### config.mk
export PLATFORM = sky130hd
export DESIGN_NAME = lnbsa_top
export DESIGN_NICKNAME = d
export VERILOG_FILES = /design/src/core/lnbsa_pkg.sv /design/src/core/lnbsa_route.sv /design/src/core/lnbsa_top.sv
export SDC_FILE = /design/constraint.sdc
export NUM_CORES = 1
export LEC_CHECK = 0
export BUFFER_PORTS_ARGS = -buffer_cell sky130_fd_sc_hd__buf_2
export CAP_MARGIN = 25
export CORE_AREA = 2 2 86 88
export DETAILED_ROUTE_END_ITERATION = 10
export DIE_AREA = 0 0 88 90
export PLACE_DENSITY = 0.81
export SLEW_MARGIN = 20
export SYNTH_ARGS = -nofsm -noshare
export SYNTH_HDL_FRONTEND = slang
export SYNTH_HIERARCHICAL = 1
export SYNTH_SLANG_ARGS = --single-unit
### constraint.sdc
create_clock -name mclk -period 2.3 [get_ports mclk]
set_input_delay 0.345 -clock mclk [delete_from_list [all_inputs] [get_ports mclk]]
set_output_delay 0.345 -clock mclk [all_outputs]
set_load 0.01 [all_outputs]
### src/core/lnbsa_pkg.sv
/*
  constants for the converter supervision and alarm routing block.
  assumes one 200 MHz clock and configuration held by the control processor.
*/
package lnbsa_pkg;
  // -----------------------------------------------------------------
  // widths and limits
  // -----------------------------------------------------------------
  localparam int          CUR_W       = 9;
  localparam logic [8:0]  CUR_MAX_MA  = 9'h1F4;
  // LO frequency in 4 Hz steps: 49999.999996 MHz over 4 Hz fits 34 bits
  localparam int          LO_W        = 34;
  localparam logic [33:0] LO_MAX      = 34'h2E90EDCFF;
  localparam int          N_SRC       = 7;
  // -----------------------------------------------------------------
  // source indices and route codes
  // -----------------------------------------------------------------
  localparam int          SRC_LOCK    = 0;
  localparam int          SRC_LEVEL   = 1;
  localparam int          SRC_EBNO    = 2;
  localparam int          SRC_TEST    = 3;
  localparam int          SRC_HW      = 4;
  localparam int          SRC_BACK    = 5;
  localparam int          SRC_PWR     = 6;
  localparam logic [1:0]  ROUTE_A_BIT = 2'h1;
  localparam logic [1:0]  ROUTE_B_BIT = 2'h2;
  localparam int          MUTE_BIT    = 2;
  localparam logic [1:0]  PWR_OFF     = 2'h0;
  localparam logic [1:0]  PWR_13V     = 2'h1;
  localparam logic [1:0]  PWR_18V     = 2'h2;
  // -----------------------------------------------------------------
  // reset values
  // -----------------------------------------------------------------
  localparam logic [8:0]  RST_HIGH    = 9'h1F4;
  localparam logic [8:0]  RST_LOW     = 9'h000;
endpackage

### src/core/lnbsa_route.sv
/*
  one alarm source with its destination code.
  assumes fault and code are synchronous to mclk.
*/
`timescale 1ns/1ps
module lnbsa_route (
  // source
  input  wire logic       fault,
  input  wire logic [2:0] code,
  input  wire logic       present,
  // contribution
  output logic            to_a,
  output logic            to_b,
  output logic            to_mute
);
  import lnbsa_pkg::*;
  always_comb begin
    to_a    = present & fault & code[0];
    to_b    = present & fault & code[1];
    to_mute = present & fault & code[MUTE_BIT];
  end
endmodule

### src/core/lnbsa_top.sv
/*
  converter supervision and alarm routing for the receive side.
  assumes the control processor drives settings as plain levels, and an ADC
  path supplies the converter current already scaled to mA.
*/
`timescale 1ns/1ps
module lnbsa_top #(
  parameter bit HAS_MUX  = 1'b1,
  parameter bit HAS_PWR  = 1'b1
) (
  // clock and reset
  input  wire logic                        mclk,
  input  wire logic                        arst_n,
  // settings
  input  wire logic [lnbsa_pkg::CUR_W-1:0] converter_current_high_limit,
  input  wire logic [lnbsa_pkg::CUR_W-1:0] converter_current_low_limit,
  input  wire logic                        converter_ref_enable_set,
  input  wire logic [lnbsa_pkg::LO_W-1:0]  lo_freq_set,
  input  wire logic                        if_loopback_set,
  input  wire logic [1:0]                  power_select_set,
  input  wire logic [2:0]                  carrier_lock_alarm_route,
  input  wire logic [1:0]                  low_level_route,
  input  wire logic [1:0]                  low_ebno_route,
  input  wire logic [1:0]                  test_active_route,
  input  wire logic [1:0]                  hardware_route,
  input  wire logic [1:0]                  backward_route,
  input  wire logic [1:0]                  converter_power_alarm_route,
  // fault sources
  input  wire logic                        lock_fault,
  input  wire logic                        level_fault,
  input  wire logic                        ebno_fault,
  input  wire logic                        test_fault,
  input  wire logic                        hw_fault,
  input  wire logic                        backward_fault,
  input  wire logic [lnbsa_pkg::CUR_W-1:0] current_meas,
  // readback and controls
  output logic      [lnbsa_pkg::CUR_W-1:0] current_ma,
  output logic      [lnbsa_pkg::LO_W-1:0]  lo_freq,
  output logic                             if_is_rf,
  output logic                             converter_ref_enable,
  output logic                             if_loopback,
  output logic                             power_13v_en,
  output logic                             power_18v_en,
  output logic                             power_alarm,
  output logic                             alarm_a,
  output logic                             alarm_b,
  output logic                             carrier_mute
);
  import lnbsa_pkg::*;

  // ---------------------------------------------------------------
  // state
  // ---------------------------------------------------------------
  typedef struct packed {
    logic [CUR_W-1:0] cur;
    logic [CUR_W-1:0] hi;
    logic [CUR_W-1:0] lo;
    logic [LO_W-1:0]  lof;
    logic             rf;
    logic             ref_en;
    logic             loop;
    logic             p13;
    logic             p18;
    logic             palarm;
    logic             a;
    logic             b;
    logic             mute;
  } lnbsa_state_t;

  lnbsa_state_t st;
  lnbsa_state_t next_st;

  logic [N_SRC-1:0]   src_fault;
  logic [N_SRC-1:0]   src_present;
  logic [3*N_SRC-1:0] src_code;
  logic [N_SRC-1:0]   to_a;
  logic [N_SRC-1:0]   to_b;
  logic [N_SRC-1:0]   to_mute;
  logic               cur_above;
  logic               cur_below;
  logic               supply_on;
  logic               pwr_fault;
  logic [CUR_W-1:0]   hi_clamped;
  logic [CUR_W-1:0]   lo_clamped;
  logic [LO_W-1:0]    lof_clamped;
  logic               sel_13v;
  logic               sel_18v;

  // ---------------------------------------------------------------
  // converter current supervision
  // ---------------------------------------------------------------
  // limit check runs on the registered limits, so an alarm lags a limit write by two cycles, one more than a measurement change
  assign cur_above = (current_meas > st.hi);
  assign cur_below = (current_meas < st.lo);
  // an unpowered converter draws nothing, which would hold the low limit alarm forever
  assign supply_on = st.p13 | st.p18;
  assign pwr_fault = supply_on & (cur_above | cur_below);

  // ---------------------------------------------------------------
  // fault sources
  // ---------------------------------------------------------------
  assign src_fault[SRC_LOCK]  = lock_fault;
  assign src_fault[SRC_LEVEL] = level_fault;
  assign src_fault[SRC_EBNO]  = ebno_fault;
  assign src_fault[SRC_TEST]  = test_fault;
  assign src_fault[SRC_HW]    = hw_fault;
  assign src_fault[SRC_BACK]  = backward_fault;
  assign src_fault[SRC_PWR]   = pwr_fault;

  // ---------------------------------------------------------------
  // source presence by build option
  // ---------------------------------------------------------------
  assign src_present[SRC_LOCK]  = 1'b1;
  assign src_present[SRC_LEVEL] = 1'b1;
  assign src_present[SRC_EBNO]  = 1'b1;
  assign src_present[SRC_TEST]  = 1'b1;
  assign src_present[SRC_HW]    = 1'b1;
  assign src_present[SRC_BACK]  = HAS_MUX;
  assign src_present[SRC_PWR]   = HAS_PWR;

  // ---------------------------------------------------------------
  // destination codes
  // ---------------------------------------------------------------
  // only the lock source carries a mute bit; the others pad it with zero
  assign src_code[3*SRC_LOCK+:3]  = carrier_lock_alarm_route;
  assign src_code[3*SRC_LEVEL+:3] = {1'b0, low_level_route};
  assign src_code[3*SRC_EBNO+:3]  = {1'b0, low_ebno_route};
  assign src_code[3*SRC_TEST+:3]  = {1'b0, test_active_route};
  assign src_code[3*SRC_HW+:3]    = {1'b0, hardware_route};
  assign src_code[3*SRC_BACK+:3]  = {1'b0, backward_route};
  assign src_code[3*SRC_PWR+:3]   = {1'b0, converter_power_alarm_route};

  genvar gi;
  generate
    for (gi = 0; gi < N_SRC; gi++) begin : g_src
      lnbsa_route u_route (
        .fault   (src_fault[gi]),
        .code    (src_code[3*gi +: 3]),
        .present (src_present[gi]),
        .to_a    (to_a[gi]),
        .to_b    (to_b[gi]),
        .to_mute (to_mute[gi])
      );
    end
  endgenerate

  // ---------------------------------------------------------------
  // setting clamps
  // ---------------------------------------------------------------
  // out-of-range settings are clamped rather than refused
  always_comb begin
    hi_clamped  = converter_current_high_limit;
    lo_clamped  = converter_current_low_limit;
    lof_clamped = lo_freq_set;
    if (converter_current_high_limit > CUR_MAX_MA) begin
      hi_clamped = CUR_MAX_MA;
    end
    if (converter_current_low_limit > CUR_MAX_MA) begin
      lo_clamped = CUR_MAX_MA;
    end
    if (lo_freq_set > LO_MAX) begin
      lof_clamped = LO_MAX;
    end
  end

  // ---------------------------------------------------------------
  // converter power select
  // ---------------------------------------------------------------
  always_comb begin
    sel_13v = 1'b0;
    sel_18v = 1'b0;
    case (power_select_set)
      PWR_OFF: begin
        sel_13v = 1'b0;
        sel_18v = 1'b0;
      end
      PWR_13V: begin
        sel_13v = HAS_PWR;
      end
      PWR_18V: begin
        sel_18v = HAS_PWR;
      end
      // the spare code keeps the supply off rather than guessing a voltage
      default: begin
        sel_13v = 1'b0;
        sel_18v = 1'b0;
      end
    endcase
  end

  // ---------------------------------------------------------------
  // next state
  // ---------------------------------------------------------------
  always_comb begin
    next_st        = st;
    next_st.cur    = current_meas;
    next_st.hi     = hi_clamped;
    next_st.lo     = lo_clamped;
    next_st.lof    = lof_clamped;
    next_st.rf     = (lof_clamped != '0);
    next_st.ref_en = converter_ref_enable_set;
    next_st.loop   = if_loopback_set;
    next_st.p13    = sel_13v;
    next_st.p18    = sel_18v;
    next_st.palarm = pwr_fault;
    next_st.a      = |to_a;
    next_st.b      = |to_b;
    next_st.mute   = to_mute[SRC_LOCK];
  end

  always_ff @(posedge mclk or negedge arst_n) begin
    if (!arst_n) begin
      st    <= '0;
      st.hi <= RST_HIGH;
      st.lo <= RST_LOW;
    end else begin
      st <= next_st;
    end
  end

  // ---------------------------------------------------------------
  // outputs
  // ---------------------------------------------------------------
  assign current_ma           = st.cur;
  assign lo_freq              = st.lof;
  assign if_is_rf             = st.rf;
  assign converter_ref_enable = st.ref_en;
  assign if_loopback          = st.loop;
  assign power_13v_en         = st.p13;
  assign power_18v_en         = st.p18;
  assign power_alarm          = st.palarm;
  assign alarm_a              = st.a;
  assign alarm_b              = st.b;
  assign carrier_mute         = st.mute;
endmodule

==> results.sh <==
export IMPL_worst_path_max_delay_cell="dfstp_2"
export IMPL_setup_tns_ns=0
export IMPL_place_congestion=0.876
export IMPL_arrival_ns=2.29
export IMPL_design_area_um2=3970
export IMPL_multi_input_area_um2=1060
export IMPL_worstHoldPathType="input port to async pin"
export IMPL_core_um2=7020
export IMPL_cts_htree_levels=3
export IMPL_final_setup_viol_count=0
export IMPL_start_kind="flip-flop"
export IMPL_critPathCaptureType="flip-flop"
export IMPL_vias=2311
export IMPL_synth_avg_cell_area_um2=11.2
export IMPL_slew_headroom_pct=60.4
export IMPL_antenna_left=0
export IMPL_via_per_inst=4.61
export IMPL_routed_wl_um=6780
export IMPL_track_usage_pct=17.4
export IMPL_hpwl_um=5440
export IMPL_syn_cell_area_um2=3210
export IMPL_clk_latency_ns=0.34
export IMPL_skew_ns=0.0120
export IMPL_io_pins=140
export IMPL_hold_violations=2
export IMPL_cap_violations=0
export IMPL_setup_ws_ns=0.220
export IMPL_syn_inst=286
export IMPL_cts_hold_buf=0
export IMPL_regArea_um2=1760
export IMPL_path_cells="inv_1 > ha_1 > nor2_1 > a211o_1 > a21oi_1 > a2111oi_2 > o32ai_2 > and3_1 > nor4_1 > nand2_1"
export IMPL_yosys_warnings=6
export IMPL_holdWs_ns=-0.000477
export IMPL_grt_ovfl_total=0
export IMPL_p_leak_nw=2.08
export IMPL_drive_above_1_share_pct=42.4
export IMPL_initial_core_util_pct=45.7
export IMPL_cts_resized=0
export IMPL_ir_drop_mv=0.481
export IMPL_cts_buffers=9
export IMPL_syn2layout_area_growth_pct=23.9
export IMPL_final_core_util_pct=56.6
export IMPL_rows=31
export IMPL_dieArea_um2=7920
export IMPL_outcome="finished with violations"
export IMPL_worstSetupPathType="flip-flop to flip-flop"
export IMPL_layout_nets=501
export IMPL_first_global_vias=2364
export IMPL_timing_final_crit_share_pct=90.5
export IMPL_worst_path_max_fanout=3
export IMPL_grt_pass1_wl_um=10500
export IMPL_clk_pin_slew_worst_paths_ns=0.08
export IMPL_fmax_mhz=481
export IMPL_fill_cells=612
export IMPL_cellPowerDensity_nw_per_um2=715
export IMPL_drtIter0Drc=64
export IMPL_violations="hold timing"
export IMPL_fin_crit_ns=2.08
export IMPL_preCtsSetupSlack_ns=0.0140
export IMPL_placed_area_um2=3720
export IMPL_antenna_found_initial=0
export IMPL_rsz0062_at_grt="no"
export IMPL_cp_data_required_time_ns=2.51
export IMPL_cts_root_buffer="clkbuf_8"
export IMPL_drt_first_pass_iters=4
export IMPL_grt_max_degree=45
export IMPL_cts_tree="built"
export IMPL_postCtsSetupRepairBufs=0
export IMPL_cts_num_sinks=70
export IMPL_drv_slew=0
export IMPL_worstMarginPinSlew_ns=0.594
export IMPL_die_h_um=90
export IMPL_io_buffers=139
export IMPL_die_w_um=88
export IMPL_wire_per_inst_um=13.5
export IMPL_critical_path_max_stage_delay_ns=0.52
export IMPL_clk_path_buf_depth=2
export IMPL_drc=0
[state kept, by name, indices dropped and copies added, names as in the netlist]
name / cells
lo_freq: 34
alarm_b: 1
st: 18
power_alarm: 1
power_13v_en: 1
power_18v_en: 1
converter_ref_enable: 1
current_ma: 9
alarm_a: 1
if_is_rf: 1
if_loopback: 1
carrier_mute: 1
[final cells by class]
type / count / share of cell area, %
flip-flops and latches: 70 / 44.3
repair buffers: 142 / 18.4
multi-input cells: 155 / 26.6
inverters: 18 / 1.70
clock inverters: 4 / 1.95
diodes: 1 / 0.0630
well taps: 99 / 3.12
clock buffers: 12 / 3.90
[worst max-delay path, delay by kind of cell (launching register included)]
family                   cells  cell delay (ns)
adder cells (fa/ha/maj)      1             0.29
AO/OA/AOI/OAI                4             0.58
flip-flops                   1             0.52
AND/OR/NAND/NOR              4             0.54
buffers and inverters        1             0.04
[per-stage QoR]
stage,total power (W),instances
finish,0.00284,501
global route,0.00297,500
CTS,0.00287,500
detailed placement,0.00173,484
global placement,0.00171,484
floorplan,0.00158,300
[per-layer routing]
| metal | vias up | track usage, % | share of wire (%) |
|---|---|---|---|
| met5 | - | 0 | 0 |
| met4 | 0 | 6.79 | 2.2 |
| met3 | 16 | 7.81 | 10 |
| met2 | 118 | 30.1 | 50 |
| met1 | 1060 | 18.2 | 37 |
| li1 | 1117 | - | - |
[layout by cell type, fill, tap and decap left out, drive strengths merged]
master,instances
o221a,1
nand3,9
nand4,5
o31ai,2
a32o,1
a211o,1
a211oi,2
nor2b,6
nand2b,23
clkbuf,12
nor2,9
a31o,1
nor3,3
and2,13
a21oi,5
buf,142
nand2,4
bufinv,2
a41o,2
o21bai,1
or4,1
or2,1
o32ai,1
diode,1
o21ai,2
ha,17
a2111oi,1
conb,15
dfstp,6
inv,19
nor4,10
nor3b,1
and3,18
dfrtp,64
clkinv,1
[report_power, final]
group,leakage [nW],internal (W),total [W],switching (W)
clock,0.117,0.000676,0.00113,0.000453
sequential,0.803,0.00131,0.00133,0.0000183
combinational,1.16,0.000177,0.000383,0.000206
[path summary, 6_finish.rpt]
path                                                       from             to  slack [ns]  cells after the start
worst max-delay path                                     st[54]        alarm_b        0.22                     10
min in group mclk               converter_current_high_limit[5]         st[57]        0.12                      1
worst min register to register                           st[51]    power_alarm        0.74                      3
max in group asynchronous                                arst_n    lo_freq[32]        1.65                      2
worst max register to register                           st[54]        alarm_b        0.22                     10
worst min-delay path                                     arst_n  current_ma[1]     -0.0005                      1
No activity file was read; power rests on OpenSTA's default activity.
